===== config.mk =====
export PLATFORM = sky130hd
export DESIGN_NAME = dpr_remap_table
export DESIGN_NICKNAME = d
export VERILOG_FILES = /design/src/include/dpr_pkg.sv /design/src/design/dpr_remap_table.sv
export VERILOG_INCLUDE_DIRS = /design/src /design/src/include
export SDC_FILE = /design/constraint.sdc
export NUM_CORES = 1
export LEC_CHECK = 0
export BUFFER_PORTS_ARGS = -buffer_cell sky130_fd_sc_hd__clkbuf_2
export CELL_PAD_IN_SITES_DETAIL_PLACEMENT = 1
export CELL_PAD_IN_SITES_GLOBAL_PLACEMENT = 2
export CORE_MARGIN = 5
export CORE_UTILIZATION = 43
export DETAILED_ROUTE_END_ITERATION = 8
export PLACE_DENSITY = 0.94
export RECOVER_POWER = 50
export SLEW_MARGIN = 25
export SYNTH_ARGS = -nofsm -noshare
export SYNTH_HDL_FRONTEND = slang
export SYNTH_SLANG_ARGS = --single-unit

===== constraint.sdc =====
create_clock -name i_core_clk -period 4 [get_ports i_core_clk]
set_input_delay 0.2 -clock i_core_clk [delete_from_list [all_inputs] [get_ports i_core_clk]]
set_output_delay 0.2 -clock i_core_clk [all_outputs]
set_load 0.01 [all_outputs]

===== src/include/dpr_regs.svh =====
// Purpose: register offsets, field positions and reset values of the
//          dscp priority remap table
// Assumes: byte-wide registers on a 16-bit byte address
// Notes:   definitions only
`ifndef DPR_REGS_SVH
`define DPR_REGS_SVH

`define DPR_OFS_REMAP_EN     16'h033e
`define DPR_LOOKUP_BASE      16'h0340
`define DPR_OFS_MAP_06_07    16'h0343
`define DPR_OFS_MAP_08_09    16'h0344
`define DPR_OFS_MAP_0A_0B    16'h0345
`define DPR_OFS_MAP_0C_0D    16'h0346
`define DPR_OFS_MAP_0E_0F    16'h0347
`define DPR_OFS_MAP_10_11    16'h0348
`define DPR_OFS_MAP_12_13    16'h0349
`define DPR_OFS_MAP_14_15    16'h034a
`define DPR_OFS_MAP_16_17    16'h034b
`define DPR_OFS_MAP_18_19    16'h034c
`define DPR_OFS_MAP_1A_1B    16'h034d
`define DPR_OFS_MAP_1C_1D    16'h034e
`define DPR_OFS_MAP_1E_1F    16'h034f
`define DPR_OFS_MAP_20_21    16'h0350

`define DPR_MAP_COUNT        14
`define DPR_LO_MSB           2
`define DPR_LO_LSB           0
`define DPR_HI_MSB           6
`define DPR_HI_LSB           4
`define DPR_EN_BIT           0
`define DPR_MAP_RW_MASK      8'h77
`define DPR_PRIO_RESET       3'h0
`define DPR_EN_RESET         1'h0
`define DPR_BYPASS_MSB       5
`define DPR_BYPASS_LSB       3

`endif


===== src/include/dpr_pkg.sv =====
// Purpose: shared types of the dscp priority remap table
// Assumes: constants live in dpr_regs.svh
// Notes:   types only
package dpr_pkg;
    typedef logic [15:0] dpr_addr_type;
    typedef logic [7:0]  dpr_byte_type;
    typedef logic [5:0]  dpr_dscp_type;
    typedef logic [2:0]  dpr_prio_type;
    typedef logic [3:0]  dpr_idx_type;
endpackage


===== src/design/dpr_remap_table.sv =====
// Purpose: dscp to internal priority remap registers for codes 0x06..0x21
// Assumes: one clock, classifier inputs on the same clock
// Notes:   registered lookup, answer one cycle after the dscp strobe
`timescale 1ns/1ps
`include "dpr_regs.svh"

module dpr_remap_table
    import dpr_pkg::*;
(
    input  wire logic         i_core_clk,
    input  wire logic         i_sys_rst,
    input  wire dpr_addr_type i_reg_addr,
    input  wire dpr_byte_type i_reg_wdata,
    input  wire logic         i_reg_wr,
    input  wire logic         i_reg_rd,
    output dpr_byte_type      o_reg_rdata,
    output logic              o_reg_rvalid,
    input  wire dpr_dscp_type i_dscp,
    input  wire logic         i_dscp_valid,
    output dpr_prio_type      o_prio,
    output logic              o_prio_valid,
    output logic              o_prio_covered
);

    dpr_prio_type prio_lo_q [`DPR_MAP_COUNT];
    dpr_prio_type prio_hi_q [`DPR_MAP_COUNT];
    logic         remap_en_q;

    logic         wr_hit;
    dpr_idx_type  wr_idx;
    logic         rd_hit;
    dpr_idx_type  rd_idx;
    logic         lk_hit;
    dpr_idx_type  lk_idx;
    dpr_addr_type lk_addr;
    dpr_prio_type lk_prio;

    // one decoder shared by host writes, host reads and the classifier
    // lookup, so the three can never disagree on which byte is which
    function automatic logic [4:0] map_decode(input dpr_addr_type a);
        logic [4:0] r;
        r = 5'h00;
        if (a == `DPR_OFS_MAP_06_07) begin
            r = {1'b1, 4'h0};
        end else if (a == `DPR_OFS_MAP_08_09) begin
            r = {1'b1, 4'h1};
        end else if (a == `DPR_OFS_MAP_0A_0B) begin
            r = {1'b1, 4'h2};
        end else if (a == `DPR_OFS_MAP_0C_0D) begin
            r = {1'b1, 4'h3};
        end else if (a == `DPR_OFS_MAP_0E_0F) begin
            r = {1'b1, 4'h4};
        end else if (a == `DPR_OFS_MAP_10_11) begin
            r = {1'b1, 4'h5};
        end else if (a == `DPR_OFS_MAP_12_13) begin
            r = {1'b1, 4'h6};
        end else if (a == `DPR_OFS_MAP_14_15) begin
            r = {1'b1, 4'h7};
        end else if (a == `DPR_OFS_MAP_16_17) begin
            r = {1'b1, 4'h8};
        end else if (a == `DPR_OFS_MAP_18_19) begin
            r = {1'b1, 4'h9};
        end else if (a == `DPR_OFS_MAP_1A_1B) begin
            r = {1'b1, 4'ha};
        end else if (a == `DPR_OFS_MAP_1C_1D) begin
            r = {1'b1, 4'hb};
        end else if (a == `DPR_OFS_MAP_1E_1F) begin
            r = {1'b1, 4'hc};
        end else if (a == `DPR_OFS_MAP_20_21) begin
            r = {1'b1, 4'hd};
        end
        return r;
    endfunction

    always_comb begin
        {wr_hit, wr_idx} = map_decode(i_reg_addr);
        {rd_hit, rd_idx} = map_decode(i_reg_addr);
    end

    // lookup address: each pair of codes shares one table byte, picked by i_dscp[5:1]
    always_comb begin
        lk_addr = `DPR_LOOKUP_BASE + {11'h000, i_dscp[5:1]};
        {lk_hit, lk_idx} = map_decode(lk_addr);
    end

    // only bits 6:4 and 2:0 have storage, so reserved bits cannot stick
    always_ff @(posedge i_core_clk or posedge i_sys_rst) begin
        if (i_sys_rst) begin
            for (int i = 0; i < `DPR_MAP_COUNT; i++) begin
                prio_lo_q[i] <= `DPR_PRIO_RESET;
                prio_hi_q[i] <= `DPR_PRIO_RESET;
            end
        end else if (i_reg_wr && wr_hit) begin
            prio_lo_q[wr_idx] <=
                i_reg_wdata[`DPR_LO_MSB:`DPR_LO_LSB];
            prio_hi_q[wr_idx] <=
                i_reg_wdata[`DPR_HI_MSB:`DPR_HI_LSB];
        end
    end

    always_ff @(posedge i_core_clk or posedge i_sys_rst) begin
        if (i_sys_rst) begin
            remap_en_q <= `DPR_EN_RESET;
        end else if (i_reg_wr && i_reg_addr == `DPR_OFS_REMAP_EN) begin
            remap_en_q <= i_reg_wdata[`DPR_EN_BIT];
        end
    end

    // read data stand for exactly one cycle, zero otherwise
    always_ff @(posedge i_core_clk or posedge i_sys_rst) begin
        if (i_sys_rst) begin
            o_reg_rdata  <= 8'h00;
            o_reg_rvalid <= 1'b0;
        end else begin
            o_reg_rvalid <= i_reg_rd;
            if (!i_reg_rd) begin
                o_reg_rdata <= 8'h00;
            end else if (i_reg_addr == `DPR_OFS_REMAP_EN) begin
                o_reg_rdata <= {7'h00, remap_en_q};
            end else if (rd_hit) begin
                o_reg_rdata <= {1'b0, prio_hi_q[rd_idx],
                                1'b0, prio_lo_q[rd_idx]};
            end else begin
                o_reg_rdata <= 8'h00;
            end
        end
    end

    // table reads straight from the flops, so a write is seen next cycle
    always_comb begin
        if (!lk_hit) begin
            lk_prio = `DPR_PRIO_RESET;
        end else if (i_dscp[0]) begin
            lk_prio = prio_hi_q[lk_idx];
        end else begin
            lk_prio = prio_lo_q[lk_idx];
        end
    end

    // with remap enabled, codes outside this bank answer zero and drop o_prio_covered;
    // a neighbouring bank is expected to supply those
    always_ff @(posedge i_core_clk or posedge i_sys_rst) begin
        if (i_sys_rst) begin
            o_prio         <= `DPR_PRIO_RESET;
            o_prio_valid   <= 1'b0;
            o_prio_covered <= 1'b0;
        end else begin
            o_prio_valid <= i_dscp_valid;
            if (!i_dscp_valid) begin
                o_prio         <= `DPR_PRIO_RESET;
                o_prio_covered <= 1'b0;
            end else if (!remap_en_q) begin
                o_prio <= i_dscp[`DPR_BYPASS_MSB:`DPR_BYPASS_LSB];
                o_prio_covered <= 1'b1;
            end else begin
                o_prio         <= lk_prio;
                o_prio_covered <= lk_hit;
            end
        end
    end

    property p_reserved_zero;
        @(posedge i_core_clk) disable iff (i_sys_rst)
        o_reg_rvalid |-> (o_reg_rdata[7] == 1'b0 && o_reg_rdata[3] == 1'b0);
    endproperty
    a_reserved_zero: assert property (p_reserved_zero)
        else $error("reserved bit read as one");

    property p_read_window;
        @(posedge i_core_clk) disable iff (i_sys_rst)
        !o_reg_rvalid |-> o_reg_rdata == 8'h00;
    endproperty
    a_read_window: assert property (p_read_window)
        else $error("read data outside its cycle");

    property p_map_0343_rw;
        @(posedge i_core_clk) disable iff (i_sys_rst)
        (i_reg_wr && i_reg_addr == `DPR_OFS_MAP_06_07)
        ##1 (i_reg_rd && i_reg_addr == `DPR_OFS_MAP_06_07 && !i_reg_wr)
        |=> o_reg_rdata == ($past(i_reg_wdata, 2) & `DPR_MAP_RW_MASK);
    endproperty
    a_map_0343_rw: assert property (p_map_0343_rw)
        else $error("0x0343 readback wrong");

    property p_bypass;
        @(posedge i_core_clk) disable iff (i_sys_rst)
        (i_dscp_valid && !remap_en_q)
        |=> (o_prio_valid && o_prio == $past(i_dscp[5:3]));
    endproperty
    a_bypass: assert property (p_bypass)
        else $error("bypass priority wrong");

    property p_enable_write;
        @(posedge i_core_clk) disable iff (i_sys_rst)
        (i_reg_wr && i_reg_addr == `DPR_OFS_REMAP_EN)
        |=> remap_en_q == $past(i_reg_wdata[0]);
    endproperty
    a_enable_write: assert property (p_enable_write)
        else $error("remap enable not written");

    property p_hi_after_write;
        @(posedge i_core_clk) disable iff (i_sys_rst)
        (i_reg_wr && i_reg_addr == `DPR_OFS_MAP_08_09)
        ##1 (i_dscp_valid && i_dscp == 6'h09 && remap_en_q && !i_reg_wr)
        |=> o_prio == $past(i_reg_wdata[6:4], 2);
    endproperty
    a_hi_after_write: assert property (p_hi_after_write)
        else $error("upper field not used next cycle");

    property p_lo_after_write;
        @(posedge i_core_clk) disable iff (i_sys_rst)
        (i_reg_wr && i_reg_addr == `DPR_OFS_MAP_0A_0B)
        ##1 (i_dscp_valid && i_dscp == 6'h0a && remap_en_q && !i_reg_wr)
        |=> o_prio == $past(i_reg_wdata[2:0], 2);
    endproperty
    a_lo_after_write: assert property (p_lo_after_write)
        else $error("lower field not used next cycle");

    property p_uncovered;
        @(posedge i_core_clk) disable iff (i_sys_rst)
        (i_dscp_valid && remap_en_q && (i_dscp < 6'h06 || i_dscp > 6'h21))
        |=> (!o_prio_covered && o_prio == 3'h0);
    endproperty
    a_uncovered: assert property (p_uncovered)
        else $error("code outside bank claimed");

    property p_unmapped_read;
        @(posedge i_core_clk) disable iff (i_sys_rst)
        (i_reg_rd && (i_reg_addr < `DPR_OFS_MAP_06_07
                      || i_reg_addr > `DPR_OFS_MAP_20_21)
                  && i_reg_addr != `DPR_OFS_REMAP_EN)
        |=> o_reg_rvalid && o_reg_rdata == 8'h00;
    endproperty
    a_unmapped_read: assert property (p_unmapped_read)
        else $error("unmapped address read non-zero");

    // one check per table byte except 0x0343: a decode slip to a neighbour shows here
    property p_map_08_09;
        @(posedge i_core_clk) disable iff (i_sys_rst)
        (i_dscp_valid && remap_en_q && i_dscp[5:1] == 5'h04)
        |=> o_prio == ($past(i_dscp[0]) ? $past(prio_hi_q[1])
                                        : $past(prio_lo_q[1]));
    endproperty
    a_map_08_09: assert property (p_map_08_09)
        else $error("0x0344 lookup wrong");

    property p_map_0a_0b;
        @(posedge i_core_clk) disable iff (i_sys_rst)
        (i_dscp_valid && remap_en_q && i_dscp[5:1] == 5'h05)
        |=> o_prio == ($past(i_dscp[0]) ? $past(prio_hi_q[2])
                                        : $past(prio_lo_q[2]));
    endproperty
    a_map_0a_0b: assert property (p_map_0a_0b)
        else $error("0x0345 lookup wrong");

    property p_map_0c_0d;
        @(posedge i_core_clk) disable iff (i_sys_rst)
        (i_dscp_valid && remap_en_q && i_dscp[5:1] == 5'h06)
        |=> o_prio == ($past(i_dscp[0]) ? $past(prio_hi_q[3])
                                        : $past(prio_lo_q[3]));
    endproperty
    a_map_0c_0d: assert property (p_map_0c_0d)
        else $error("0x0346 lookup wrong");

    property p_map_0e_0f;
        @(posedge i_core_clk) disable iff (i_sys_rst)
        (i_dscp_valid && remap_en_q && i_dscp[5:1] == 5'h07)
        |=> o_prio == ($past(i_dscp[0]) ? $past(prio_hi_q[4])
                                        : $past(prio_lo_q[4]));
    endproperty
    a_map_0e_0f: assert property (p_map_0e_0f)
        else $error("0x0347 lookup wrong");

    property p_map_10_11;
        @(posedge i_core_clk) disable iff (i_sys_rst)
        (i_dscp_valid && remap_en_q && i_dscp[5:1] == 5'h08)
        |=> o_prio == ($past(i_dscp[0]) ? $past(prio_hi_q[5])
                                        : $past(prio_lo_q[5]));
    endproperty
    a_map_10_11: assert property (p_map_10_11)
        else $error("0x0348 lookup wrong");

    property p_map_12_13;
        @(posedge i_core_clk) disable iff (i_sys_rst)
        (i_dscp_valid && remap_en_q && i_dscp[5:1] == 5'h09)
        |=> o_prio == ($past(i_dscp[0]) ? $past(prio_hi_q[6])
                                        : $past(prio_lo_q[6]));
    endproperty
    a_map_12_13: assert property (p_map_12_13)
        else $error("0x0349 lookup wrong");

    property p_map_14_15;
        @(posedge i_core_clk) disable iff (i_sys_rst)
        (i_dscp_valid && remap_en_q && i_dscp[5:1] == 5'h0a)
        |=> o_prio == ($past(i_dscp[0]) ? $past(prio_hi_q[7])
                                        : $past(prio_lo_q[7]));
    endproperty
    a_map_14_15: assert property (p_map_14_15)
        else $error("0x034a lookup wrong");

    property p_map_16_17;
        @(posedge i_core_clk) disable iff (i_sys_rst)
        (i_dscp_valid && remap_en_q && i_dscp[5:1] == 5'h0b)
        |=> o_prio == ($past(i_dscp[0]) ? $past(prio_hi_q[8])
                                        : $past(prio_lo_q[8]));
    endproperty
    a_map_16_17: assert property (p_map_16_17)
        else $error("0x034b lookup wrong");

    property p_map_18_19;
        @(posedge i_core_clk) disable iff (i_sys_rst)
        (i_dscp_valid && remap_en_q && i_dscp[5:1] == 5'h0c)
        |=> o_prio == ($past(i_dscp[0]) ? $past(prio_hi_q[9])
                                        : $past(prio_lo_q[9]));
    endproperty
    a_map_18_19: assert property (p_map_18_19)
        else $error("0x034c lookup wrong");

    property p_map_1a_1b;
        @(posedge i_core_clk) disable iff (i_sys_rst)
        (i_dscp_valid && remap_en_q && i_dscp[5:1] == 5'h0d)
        |=> o_prio == ($past(i_dscp[0]) ? $past(prio_hi_q[10])
                                        : $past(prio_lo_q[10]));
    endproperty
    a_map_1a_1b: assert property (p_map_1a_1b)
        else $error("0x034d lookup wrong");

    property p_map_1c_1d;
        @(posedge i_core_clk) disable iff (i_sys_rst)
        (i_dscp_valid && remap_en_q && i_dscp[5:1] == 5'h0e)
        |=> o_prio == ($past(i_dscp[0]) ? $past(prio_hi_q[11])
                                        : $past(prio_lo_q[11]));
    endproperty
    a_map_1c_1d: assert property (p_map_1c_1d)
        else $error("0x034e lookup wrong");

    property p_map_1e_1f;
        @(posedge i_core_clk) disable iff (i_sys_rst)
        (i_dscp_valid && remap_en_q && i_dscp[5:1] == 5'h0f)
        |=> o_prio == ($past(i_dscp[0]) ? $past(prio_hi_q[12])
                                        : $past(prio_lo_q[12]));
    endproperty
    a_map_1e_1f: assert property (p_map_1e_1f)
        else $error("0x034f lookup wrong");

    property p_map_20_21;
        @(posedge i_core_clk) disable iff (i_sys_rst)
        (i_dscp_valid && remap_en_q && i_dscp[5:1] == 5'h10)
        |=> o_prio == ($past(i_dscp[0]) ? $past(prio_hi_q[13])
                                        : $past(prio_lo_q[13]));
    endproperty
    a_map_20_21: assert property (p_map_20_21)
        else $error("0x0350 lookup wrong");

    c_uncovered: cover property (@(posedge i_core_clk)
        disable iff (i_sys_rst) o_prio_valid && !o_prio_covered);
    c_write_then_read: cover property (@(posedge i_core_clk)
        disable iff (i_sys_rst) i_reg_wr ##1 i_reg_rd);
    c_remap_hit: cover property (@(posedge i_core_clk)
        disable iff (i_sys_rst) o_prio_valid && o_prio_covered
        && o_prio != 3'h0 && remap_en_q);
    c_bypass: cover property (@(posedge i_core_clk)
        disable iff (i_sys_rst) o_prio_valid && !remap_en_q);
    c_readback: cover property (@(posedge i_core_clk)
        disable iff (i_sys_rst) o_reg_rvalid && o_reg_rdata != 8'h00);

endmodule // dpr_remap_table


# After elaboration in Yosys (flattened, before gate mapping)
# Index checks and enable logic that the tools add are counted.
# op_classes
addsub	1
n_mul	0
n_div	0
magnitude_cmp	3
n_eq_ne	29
n_shift	0
muxes	53
n_bitwise	2
reduce_logical	3
# op_table
op	n
$eq A16 B10 Y1 const B	15
$eq A11 B10 Y1 const B	14
$mux W5	28
$bwmux W42	2
$bmux W3 S4	4
$mux W3	13
$mux W7	3
$demux W3 S4	1
$add A10 B5 Y11 const A	1
$ge A5 B5 Y1 const B	2
$not A4 Y5	2
$lt A5 B1 Y1 const B	1
$logic_and A1 B1 Y1	3
$mux W1	2
# totals
reg_bits	99
latchBits	0
ramBits	0
romBits	0
input_bits	35
output_inout_bits	14
wordCells	125
n_memories	0

# Logic depth before layout (Yosys ltp)
# Gate-level depths: netlist of the first run.
# depth
word_depth	24
depth_mapped	9
ltp_nobuf	6

# Least setup slack after synthesis of the first run
# Ideal clock, no wire load.
# synth_timing
path_type	input port to flip-flop
startpoint	input i_dscp[2]
endpoint	register o_prio[2]
setup_time_ns	0.065
arrival_ns	2.090
required_ns	3.935
setup_slack_ns	1.845
path_stages	7
path_buffers	1
path_cell_list	buf_2 > or4b_4 > o22ai_4 > mux2_2 > o221a_2 > o41ai_2 > o221a_2
# synth_via
elab_chain_len	24
word_cells_on_any_way	40
classes_between	add/sub (1); eq/ne (14); mux (24); bitwise (1)
# synth_rtl
item	line_no	rtl
start: declaration	dpr_remap_table.sv:18	input wire dpr_dscp_type i_dscp,
$add A10 B5 Y11 (no line) (*)	--	
$eq A11 B10 Y1 (no line)	--	
$mux W5	dpr_remap_table.sv:69	end else if (a == `DPR_OFS_MAP_20_21) begin
$mux W5	dpr_remap_table.sv:67	end else if (a == `DPR_OFS_MAP_1E_1F) begin
$mux W5	dpr_remap_table.sv:65	end else if (a == `DPR_OFS_MAP_1C_1D) begin
$mux W5	dpr_remap_table.sv:63	end else if (a == `DPR_OFS_MAP_1A_1B) begin
$mux W5	dpr_remap_table.sv:61	end else if (a == `DPR_OFS_MAP_18_19) begin
$mux W5	dpr_remap_table.sv:59	end else if (a == `DPR_OFS_MAP_16_17) begin
(+7 left out)	--	
$mux W5 (*)	dpr_remap_table.sv:43	if (a == `DPR_OFS_MAP_06_07) begin
$not A4 Y5 (not written as such)	dpr_remap_table.sv:134, dpr_remap_table.sv:136	
$bmux W3 S4, on equally long branches	dpr_remap_table.sv:136, dpr_remap_table.sv:134	
$mux W3, on equally long branches (2 in series)	dpr_remap_table.sv:136, dpr_remap_table.sv:134	
$mux W3	dpr_remap_table.sv:133	end else if (i_dscp[0]) begin
$mux W3 (*)	dpr_remap_table.sv:131	if (!lk_hit) begin
$mux W3 (*)	dpr_remap_table.sv:152	end else if (!remap_en_q) begin
$mux W3 (*)	dpr_remap_table.sv:149	if (!i_dscp_valid) begin
end signal: assignment	dpr_remap_table.sv:150	o_prio <= `DPR_PRIO_RESET;
end signal: assignment	dpr_remap_table.sv:153	o_prio <= i_dscp[`DPR_BYPASS_MSB:`DPR_BYPASS_LSB];
end signal: assignment	dpr_remap_table.sv:156	o_prio <= lk_prio;
end: declaration	dpr_remap_table.sv:20	output dpr_prio_type o_prio,
# Mark *: on every way between the ends. The rest lies on a longest branch, timed or not. The select of a mux whose other input is x is not followed.
# A chain may end at the register's enable or synchronous reset.

# Worst setup path after layout of the first run
# layout_timing
startpoint	input i_reg_addr[4]
endpoint	register o_reg_rdata[2]
# layout_via
elab_chain_len	22
word_cells_on_any_way	36
classes_between	eq/ne (15); mux (20); bitwise (1)
# layout_rtl
item	line_no	rtl
start: declaration	dpr_remap_table.sv:12	input wire dpr_addr_type i_reg_addr,
$eq A16 B10 Y1 (no line)	--	
$mux W5	dpr_remap_table.sv:69	
$mux W5	dpr_remap_table.sv:67	
$mux W5	dpr_remap_table.sv:65	
$mux W5	dpr_remap_table.sv:63	
$mux W5	dpr_remap_table.sv:61	
$mux W5	dpr_remap_table.sv:59	
$mux W5	dpr_remap_table.sv:57	end else if (a == `DPR_OFS_MAP_14_15) begin
(+5 left out)	--	
$mux W5	dpr_remap_table.sv:45	end else if (a == `DPR_OFS_MAP_08_09) begin
$mux W5	dpr_remap_table.sv:43	
$not A4 Y5 (not written as such)	dpr_remap_table.sv:122	1'b0, prio_lo_q[rd_idx]};
$bmux W3 S4	dpr_remap_table.sv:122	
$mux W3 (not written as such) (2 in series)	dpr_remap_table.sv:122	
$mux W7	dpr_remap_table.sv:120	end else if (rd_hit) begin
$mux W7 (*)	dpr_remap_table.sv:118	end else if (i_reg_addr == `DPR_OFS_REMAP_EN) begin
$mux W7 (*)	dpr_remap_table.sv:116	if (!i_reg_rd) begin
end signal: assignment	dpr_remap_table.sv:119	o_reg_rdata <= {7'h00, remap_en_q};
end signal: assignment	dpr_remap_table.sv:121	o_reg_rdata <= {1'b0, prio_hi_q[rd_idx],
end: declaration	dpr_remap_table.sv:16	output dpr_byte_type o_reg_rdata,
# Marks and branches as above.

==> results by group, run 1 <==
Synth
  • Asr flop ratio synth: 100%
  • Largest cells by area after synthesis: dfrtp_1 40%, mux2_2 17%, a21oi_1 3.8%, o22a_1 2.9%, mux2i_1 2.6%
  • Yosys reg bits: 97
  • Yosys synthesis warning count: 0
  • Synth area leader: dfrtp_1
  • Post-synthesis sequential area ratio: 40.1%
  • Mapped Cells: between 500 and 600
  • Top-area cell type share of the netlist area: around 40%
  • Mapped Avg Cell Area: just over 10 um^2
  • Synth cell count leaders: 97 x dfrtp_1, 91 x mux2_2, 46 x a21oi_1, 33 x nand2_1, 30 x nand3_1
  • Synth unique cells: between 70 and 80
  • Top_reg_cell synth: dfrtp_1
  • Most used standard cell by instance count after synthesis: dfrtp_1
  • EDFF count, synth: 0
  • Post-Syn Area: 0.00605 mm^2

Setup path
  • Crit-path slowest cell: and2_1
  • Crit Path Max Fanout: 16
  • Crit-path cells: clkbuf_2, nor3b_1, a22o_1, and2_1, o22ai_1, a31o_2, a2111oi_1
  • Arrival time at the worst endpoint: approximately 2900 ps
  • FF-to-FF setup slack: between 2000 and 2500 ps
  • FF-to-FF End: o_prio[2]$_DFF_PP0_
  • Critical path's largest stage delay: 770 ps
  • CP endpoint kind: register
  • Worst setup path class: in -> reg
  • Worst Path Buf+Inv: 1
  • Top Family by Delay on Critical Path: compound AO/OA/AOI/OAI gates
  • Reg-to-reg startpoint: prio_lo_q[35]$_DFFE_PP0P_
  • Reg2Reg Depth: 5
  • Critical Path RT: 4210 ps
  • Startpoint types: input port

Pwr
  • Sw Pwr: 0.559 mW
  • VDD IR max: 0.000219 V
  • Combinational share of power: 11.1%
  • Part of the power in registers: 45.0%
  • Internal power: 1.63 mW
  • Post-layout power: approximately 2.2 mW
  • Leak Pwr: about 2.8 nW
  • Switch share: 25.5%
  • Pwr Density: 329 mW/mm^2
  • Clk pwr share: ~44%

CTS
  • Sink Count: 97
  • H-tree depth: 3
  • Clock Latency Late Sink: about 360 ps
  • CTS root buffer: clkbuf_16
  • CTS tree: done
  • Resized cells post-CTS: 0
  • Clk pin slew, worst setup/hold paths: 70 ps
  • Setup Buffers After CTS: 0
  • Max Root-Sink Buffers: 2
  • TritonCTS Buffers: 9

Placed design
  • Post-Place Worst Slack: 962 ps
  • Hpwl dp: ~14 mm
  • Placed cell count: roughly 770
  • PortBufs: 44
  • GPL Wtd Cong: between 0.9 and 1

STA
  • Worst Tran Pin Value: around 3100 ps
  • Clock Skew: roughly 5.8 ps
  • Setup TNS: 0 ps
  • Final hold violation count: 0
  • Worst rel slew slack: -110%
  • Worst setup margin: roughly 1300 ps
  • Final min period: between 2000 and 3000 ps
  • Fmax: 374 MHz
  • Pins Over Slew Limit: 69
  • Fin crit share: 66.9%
  • RSZ-0062 raised after global routing: false
  • Setup violations, final: 0

Routing
  • Vias: between 5000 and 6000
  • Post-DR vias/cell: ~6.5
  • DR iter-0 viols: roughly 360
  • Detailed Route WL: 18.9 mm
  • DR WL/cell: 24.2 um
  • Pre-antenna DRT Iters: 6
  • Antenna-violating nets left: 0
  • # DRC: 0

Die
  • Initial Utilization: a little over two fifths
  • Die X: approximately 130 um
  • Die area: between 0.015 and 0.02 mm^2
  • Core Footprint: between 0.01 and 0.015 mm^2
  • Row count: between 40 and 50
  • IO Pins: 49
  • Die H: 129 um

Finish
  • Utilization after layout: 48.1%
  • Multi-input gate area: 0.00337 mm^2
  • Layout Nets: around 630
  • N_diodes: 0
  • Fillers: about 1600
  • Layout Cells excl Fill: ~800
  • Synthesis-to-layout area growth: 10.0%
  • Layout cells sized above 1: 30.1%
  • Reg area: 0.00243 mm^2

Run
  • Max Cap Viol: 1

Global route
  • Overall Global Routing Usage: between 20% and 30%
  • GR met1 Demand/Resource: about a third
  • Met2 Use GR: between 30% and 40%
  • Global-route wire length before repair: slightly above 30 mm
  • Met3 Use GR: 2.45%
  • GR peak layer: met2
  • Initial antenna violation count: 0
  • Vias in the first global route: between 5000 and 6000
  • Maximum number of pins on one net before global-route repair: 69
  • GR Overflow Total: 0

Worst hold path
  • Hold_sp: i_dscp[4]
  • Hold depth: 3
  • Hold endpoint: o_prio[1]$_DFF_PP0_
  • Hold Crit Class: in -> reg

Outcome
  • Failing checks: max-capacitance violations, max-slew violations
  • Status: finished with violations
==> flip-flops by register name, summed over array words and instances (netlist names) <==
signal and count:
remap_en_q 1, o_prio 3, o_prio_valid 1, prio_hi_q 42, prio_lo_q 42, o_prio_covered 1, o_reg_rvalid 1, o_reg_rdata 6
==> per-layer routing <==
metal  part of all wire (%)  wire [um]  up-vias
li1                       -          -     2272
met1                     44       8390     2605
met2                     49       9190      162
met3                    4.2        786       28
met4                    3.0        572        0
met5                      0          0        -
==> layout by cell type (no fill, tap or decap), types with 7 or more instances in the layout <==
master and count:
dfrtp_1 97, nand2_1 33, and3_1 7, mux2_2 91
clkbuf_1 15, o21ai_0 16, a21oi_1 46, nand3_1 30
clkbuf_16 9, nand4_1 10, o22a_1 20, mux2i_1 16
o221ai_1 8, a21o_1 7, nor2_1 20, clkbuf_2 30
o22ai_1 14
==> through the flow <==
stage               hold slack [ps]  area [um^2]
floorplan                       231         6050
global placement                353         6320
detailed placement              359         6320
CTS                            44.9         6670
global route                    309         6660
finish                          294         6660
==> how the worst max path moves through the flow <==
stage / start / end / slack, ps / depth (start not counted)
final: i_reg_addr[4] / o_reg_rdata[2]$_DFF_PP0_ / 1330 / 7
after global routing: i_sys_rst / prio_hi_q[14]$_DFFE_PP0P_ / 860 / 3
after CTS: i_reg_addr[3] / o_reg_rdata[1]$_DFF_PP0_ / 1340 / 7
after detailed placement: i_reg_addr[3] / o_reg_rdata[1]$_DFF_PP0_ / 960 / 7
after global placement: i_reg_addr[11] / o_reg_rdata[2]$_DFF_PP0_ / 1060 / 7
after floorplan: i_sys_rst / o_prio[0]$_DFF_PP0_ / 1270 / 1
==> power by group through the flow <==
stage          registers, mW  logic (mW)  clock network [mW]
5_1_grt                0.985       0.267                1.02
2_1_floorplan           1.01       0.168                   0
3_5_place_dp            1.00       0.241                   0
6_report               0.985       0.244               0.962
4_1_cts                0.985       0.244               0.976
3_3_place_gp            1.00       0.233                   0
==> what timing repair did <==
item | 4_1_cts | 5_1_grt
setup endpoints to repair | 0 | 0
hold endpoints to repair | 2 | 0
hold buffers | 2 | 0
==> cell families after synthesis <==
| group | Yosys count | synth area share (%) |
|---|---|---|
| xor+xnor | 3 | 0.434 |
| buf+inv | 57 | 4.55 |
| flops | 97 | 40.1 |
| compound gates | 168 | 20.5 |
| other cells | 1 | 0.0620 |
| simple gates | 151 | 14.8 |
| mux | 107 | 19.6 |
==> tightest hold or removal path, cell delays in order <==
cell and delay [ps]:
clkbuf_2 180, nand2_1 130, o31ai_1 90
==> layout make-up <==
class                      count  area share [%]
sequential                    97            36.5
clock inverter                 6            1.35
timing repair buffer          53            4.08
inverter                       7           0.414
clock buffer                  10            3.59
multi-input combinational    431            50.7
tap                          180            3.38
(Power assumes the default switching activity.)
==> run 2, diff against run 1 <==
--- a/config.mk
+++ b/config.mk
@@ -10,9 +10,9 @@
 export CELL_PAD_IN_SITES_DETAIL_PLACEMENT = 1
 export CELL_PAD_IN_SITES_GLOBAL_PLACEMENT = 2
 export CORE_MARGIN = 5
-export CORE_UTILIZATION = 43
+export CORE_UTILIZATION = 36
 export DETAILED_ROUTE_END_ITERATION = 8
-export PLACE_DENSITY = 0.94
+export PLACE_DENSITY = 0.85
 export RECOVER_POWER = 50
 export SLEW_MARGIN = 25
 export SYNTH_ARGS = -nofsm -noshare
==> constraint.sdc (replaced) <==
create_clock -name i_core_clk -period 2.2 [get_ports i_core_clk]
set_input_delay 0.11 -clock i_core_clk [delete_from_list [all_inputs] [get_ports i_core_clk]]
set_output_delay 0.11 -clock i_core_clk [all_outputs]
set_load 0.01 [all_outputs]
==> run 2 against run 1 <==
The run ends with max-capacitance violations left. Die area rose by 18%. Sequential share of layout area fell by 3.1 points. Flip-flop and latch count did not move. Count of clock-buffer cells in the layout fell by 1. Core utilization fell by 4.1 points. Total power rose by 76%. Global-route usage fell by 2.7 points. Cell area rose by 9.2%. Final cell count rose by 14%. Critical path depth rose by 1. Largest cell class unchanged.
==> results by group, run 2 (synthesized netlist as in run 1, its figures left out) <==
Routing
  • Vias: ~5400
  • Antenna-violating nets left: 0
  • # DRC: 0
  • DR top layer: met4
  • DR WL/cell: between 20 and 25 um
  • Post-DR vias/cell: 5.99
  • Detail Route met2 WL: between 9 and 10 mm
  • Pre-antenna DRT Iters: 5
  • Metal-1 WL: 9.01 mm
  • Detailed Route WL: 20.3 mm
  • DR iter-0 viols: between 300 and 400
  • WL met3: 809 um

Finish
  • Final Cell Area: just over 0.007 mm^2
  • N_diodes: 0
  • Largest regs: prio_hi_q x42, prio_lo_q x42, o_reg_rdata x6
  • Commonest non-fill, non-tap cell in the layout: dfrtp_1
  • Layout Cells excl Fill: roughly 900
  • Layout cells sized above 1: approximately 39%
  • Most frequent cells in the layout: 97 x dfrtp_1, 91 x mux2_2, 69 x buf_4, 46 x a21oi_1, 40 x clkbuf_2
  • Utilization after layout: a little over two fifths
  • Synthesis-to-layout area growth: 20.1%
  • Layout Nets: about 710

Placed design
  • Placement Cell Area: 0.00699 mm^2
  • GPL Wtd Cong: 0.865
  • Placed cell count: slightly below 900
  • PortBufs: 44
  • Hpwl dp: 15.8 mm

CTS
  • Clock Latency Late Sink: around 370 ps
  • TritonCTS Buffers: 9
  • CTS root buffer: clkbuf_16
  • CTS tree: done
  • Sink Count: 97
  • Clk pin slew, worst setup/hold paths: about 80 ps
  • H-tree depth: 3
  • Max Root-Sink Buffers: 2
  • Setup Buffers After CTS: 0

STA
  • Final hold violation count: 0
  • Worst Tran Pin Value: ~1500 ps
  • RSZ-0062 raised after global routing: false
  • Clock Skew: roughly 11 ps
  • Pins Over Slew Limit: 0
  • Fin crit share: 90.9%
  • Worst rel slew slack: 0.0263%
  • Fmax: around 500 MHz
  • Setup violations, final: 0
  • Final min period: between 2000 and 2500 ps

Outcome
  • Failing checks: max-capacitance violations
  • Status: finished with violations

Setup path
  • Reg2Reg Depth: 6
  • Crit Path Max Fanout: 5
  • Crit-path slowest cell: a2111oi_1
  • FF-to-FF setup slack: 440 ps
  • Startpoint types: input port
  • FF-to-FF End: o_prio[2]$_DFF_PP0_
  • CP endpoint kind: register
  • Critical path's largest stage delay: roughly 520 ps
  • Top Family by Delay on Critical Path: simple AND/OR/NAND/NOR gates
  • Critical Path Most Common Cell: buf_4
  • Worst Path Buf+Inv: 3
  • Reg-to-reg startpoint: prio_hi_q[35]$_DFFE_PP0P_
  • Critical Path RT: 2410 ps
  • Crit-path cells: clkbuf_2, nor3b_1, and3_1, buf_4, buf_4, nand4b_1, a21o_1, a2111oi_1
  • Worst setup path class: in -> reg
  • Arrival time at the worst endpoint: between 2000 and 2500 ps

Worst hold path
  • Hold Crit Class: in -> reg
  • Hold endpoint: prio_hi_q[28]$_DFFE_PP0P_
  • Hold depth: 2
  • Hold_sp: i_reg_wdata[5]

Die
  • Die X: 140 um
  • IO Pins: 49
  • Die area: 0.0195 mm^2
  • Die H: ~140 um
  • Row count: 47
  • Initial Utilization: a little over a third
  • Core Footprint: ~0.017 mm^2

Global route
  • Global-route wire length before repair: 32.6 mm
  • Vias in the first global route: 5795
  • Maximum number of pins on one net before global-route repair: 59
  • GR Overflow Total: 0
  • Initial antenna violation count: 0
  • Overall Global Routing Usage: approximately a fifth

Pwr
  • Leak Pwr: between 3 and 4 nW
  • Pwr Density: about 530 mW/mm^2
  • VDD IR max: approximately 0.00036 V

Run
  • Max Cap Viol: 1
-- run 2: through the flow --
stage	total power, mW	hold slack, ps	setup TNS (ps)	setup slack, ps
after floorplan	2.13	141	0	135
after global placement	2.34	199	-724	-171
after detailed placement	2.35	206	-1210	-212
after CTS	3.87	224	0	146
after global routing	3.99	247	0	95.0
final	3.85	227	0	199
-- run 2: area by class of cell --
cell class | count | area [um^2]
fillers | 1880 | 9260
multi-input cells | 431 | 3370
flip-flops and latches | 97 | 2430
repair buffers | 124 | 891
well taps | 220 | 275
clock buffers | 9 | 225
clock inverters | 6 | 52.6
inverters | 7 | 27.5
-- run 2: report_power, final --
part / internal, mW / switching [mW]
registers: 1.79 / 0.00229
clock network: 0.777 / 0.755
logic: 0.210 / 0.320
total: 2.77 / 1.08
-- run 2: routing by layer --
layer / vias up / GRT usage [%]
met5: - / 0
met4: 0 / 7.96
met3: 40 / 3.16
met2: 164 / 35.3
met1: 2757 / 28.0
li1: 2394 / -
-- run 2: timing repair --
action                                  4_1_cts  5_1_grt
endpoints found under the setup margin        0        5
gates resized for setup                       0        3
hold buffers                                  3        0
hold endpoints to repair                     99        0
-- run 2: how the worst max path moves through the flow --
| stage | startpoint | to | depth (start not counted) |
|---|---|---|---|
| 2_1_floorplan | i_dscp[2] | o_prio[2]$_DFF_PP0_ | 7 |
| 3_3_place_gp | i_reg_addr[11] | o_reg_rdata[5]$_DFF_PP0_ | 7 |
| 3_5_place_dp | i_reg_addr[2] | o_reg_rdata[1]$_DFF_PP0_ | 7 |
| 4_1_cts | i_reg_addr[2] | o_reg_rdata[1]$_DFF_PP0_ | 7 |
| 5_1_grt | i_reg_addr[11] | o_reg_rdata[5]$_DFF_PP0_ | 8 |
| 6_report | i_reg_addr[7] | o_reg_rdata[5]$_DFF_PP0_ | 8 |
==> run 3, diff against run 2 <==
--- a/config.mk
+++ b/config.mk
@@ -9,6 +9,7 @@
 export BUFFER_PORTS_ARGS = -buffer_cell sky130_fd_sc_hd__clkbuf_2
 export CELL_PAD_IN_SITES_DETAIL_PLACEMENT = 1
 export CELL_PAD_IN_SITES_GLOBAL_PLACEMENT = 2
+export CORE_ASPECT_RATIO = 1.25
 export CORE_MARGIN = 5
 export CORE_UTILIZATION = 36
 export DETAILED_ROUTE_END_ITERATION = 8
==> run 3 against run 2 <==
The run now ends clean. Count of clock-buffer cells in the layout rose by 2. Critical path depth unchanged. Final cell count shrank 1.0%. Sequential power about the same. Flip-flop and latch count did not move.
==> results by group, run 3 (synthesized netlist as in run 1, its figures left out) <==
Outcome
  • Status: finished, final reports clean

Setup path
  • Worst Setup SP: i_reg_addr[3]
  • Crit-path slowest cell: a2111oi_1
  • Critical Path RT: ~2400 ps
  • Critical path's largest stage delay: 540 ps
  • Worst setup path class: in -> reg
  • Crit-path cells: clkbuf_2, or2_2, a22o_1, buf_4, nand2_1, a22oi_1, a21o_1, a2111oi_1
  • CP endpoint kind: register
  • Reg-to-reg startpoint: prio_lo_q[32]$_DFFE_PP0P_
  • Arrival time at the worst endpoint: ~2200 ps
  • Crit Path Max Fanout: 9
  • Startpoint types: input port

Placed design
  • Post-Place Worst Slack: -262 ps
  • PortBufs: 44
  • Placement Cell Area: ~0.0069 mm^2
  • GPL Wtd Cong: 0.942
  • Hpwl dp: roughly 15 mm

Finish
  • Most frequent cells in the layout: 97 x dfrtp_1, 91 x mux2_2, 60 x buf_4, 46 x a21oi_1, 33 x nand2_1
  • Fillers: roughly 1900
  • Synthesis-to-layout area growth: 18.6%
  • Commonest non-fill, non-tap cell in the layout: dfrtp_1
  • N_diodes: 0
  • Final Cell Area: a little over 0.007 mm^2
  • Layout cells sized above 1: 36.2%
  • Largest regs: prio_hi_q x42, prio_lo_q x42, o_reg_rdata x6
  • Layout Nets: 695

STA
  • Worst Tran Pin Value: about 1400 ps
  • Setup violations, final: 0
  • Pins Over Slew Limit: 0
  • Final hold violation count: 0
  • Clock Skew: between 10 and 15 ps
  • Fin crit share: between 90% and 100%
  • Fmax: 503 MHz
  • Worst rel slew slack: under 10%
  • RSZ-0062 raised after global routing: false
  • Worst setup margin: approximately 210 ps
  • Final min period: between 1500 and 2000 ps

Routing
  • DR WL/cell: between 20 and 25 um
  • Pre-antenna DRT Iters: 4
  • Antenna-violating nets left: 0
  • Post-DR vias/cell: 5.88
  • Detailed Route WL: ~20 mm
  • # DRC: 0
  • Vias: between 5000 and 6000
  • DR iter-0 viols: 394

Pwr
  • Part of the power in registers: 47.4%
  • Clk pwr share: between 30% and 40%
  • VDD IR max: around 0.00027 V
  • Internal power: about 2.7 mW
  • Sw Pwr: 1.03 mW
  • Leak Pwr: 3.10 nW
  • Pwr Density: 527 mW/mm^2
  • Switch share: 27.3%
  • Combinational share of power: between 10% and 20%

Global route
  • Maximum number of pins on one net before global-route repair: 98
  • Global-route wire length before repair: between 30 and 40 mm
  • Initial antenna violation count: 0
  • GR Overflow Total: 0
  • Overall Global Routing Usage: a little over a fifth
  • Vias in the first global route: around 5500

CTS
  • Setup Buffers After CTS: 0
  • TritonCTS Buffers: 9
  • H-tree depth: 3
  • CTS tree: done
  • Sink Count: between 90 and 100
  • Clk pin slew, worst setup/hold paths: 70 ps
  • CTS root buffer: clkbuf_16
  • Clock Latency Late Sink: between 300 and 400 ps
  • Max Root-Sink Buffers: 2

Worst hold path
  • Hold Crit Class: in -> reg
  • Hold_sp: i_reg_wdata[4]

Die
  • Die H: 155 um
  • Core Footprint: about 0.017 mm^2
  • IO Pins: 49
  • Initial Utilization: 36.3%
  • Die X: around 130 um
  • Row count: 53
  • Die area: 0.0195 mm^2

Run
  • Max Cap Viol: 0
-- run 3: cell types whose count changed in the layout (fill, tap and decap cells not counted), moves of 2 or more --
cell        delta
clkinv_4       -2
clkinvlp_4     +2
clkinv_2       +2
clkbuf_1      +11
buf_4          -9
clkbuf_2      -11
-- run 3: area by class of cell --
class / instances / area [um^2] / share of cell area, %
tap: 220 / 275 / 3.84
clock buffer: 11 / 233 / 3.24
timing repair buffer: 114 / 810 / 11.3
inverter: 7 / 30.0 / 0.419
multi-input combinational: 431 / 3360 / 46.9
clock inverter: 5 / 32.5 / 0.454
sequential: 97 / 2430 / 33.8
-- run 3: routing by layer --
layer	vias up	wire length (um)	GRT usage (%)
met4	0	705	9.04
met3	35	790	2.16
met2	131	10400	36.5
li1	2380	-	-
met1	2655	8210	26.1
met5	-	0	0
-- run 3: power groups by stage --
stage	logic (mW)	clock network [mW]	registers [mW]
floorplan	0.306	0	1.83
global placement	0.493	0	1.82
detailed placement	0.512	0	1.82
CTS	0.518	1.50	1.79
global route	0.557	1.56	1.79
finish	0.509	1.48	1.79
-- run 3: path summary, 6_finish.rpt --
path                                             endpoint  slack [ps]  cells past startpoint
worst max-delay path             o_reg_rdata[1]$_DFF_PP0_         210                      8
worst min-delay path            prio_hi_q[24]$_DFFE_PP0P_         230                      2
worst max register to register        o_prio[2]$_DFF_PP0_         450                      5
worst min register to register  prio_hi_q[13]$_DFFE_PP0P_         540                      1
max in group asynchronous       prio_hi_q[11]$_DFFE_PP0P_         500                      4
min in group asynchronous        prio_hi_q[5]$_DFFE_PP0P_         780                      4
-- run 3: stage by stage --
step / utilization [%] / total power [mW] / TNS [ps] / hold WS [ps] / std cells
2_1_floorplan: - / 2.13 / 0 / 141 / 585
3_3_place_gp: 41.5 / 2.32 / -1020 / 265 / 866
3_5_place_dp: 41.5 / 2.34 / -1230 / 267 / 866
4_1_cts: 43.3 / 3.80 / 0 / 239 / 885
5_1_grt: 43.1 / 3.90 / 0 / 265 / 885
6_report: 43.1 / 3.78 / 0 / 233 / 885
-- run 3: worst max-delay path: cells and delay by family --
kind | cells | cell delay, ps
AND/OR/NAND/NOR | 2 | 620
buffers and inverters | 2 | 290
AO/OA/AOI/OAI | 4 | 1150
-- run 3: timing repair --
action / CTS / global route
setup endpoints to repair: 0 / 4
hold buffers: 3 / 0
endpoints found under the hold margin: 99 / 0
gates resized for setup: 0 / 1
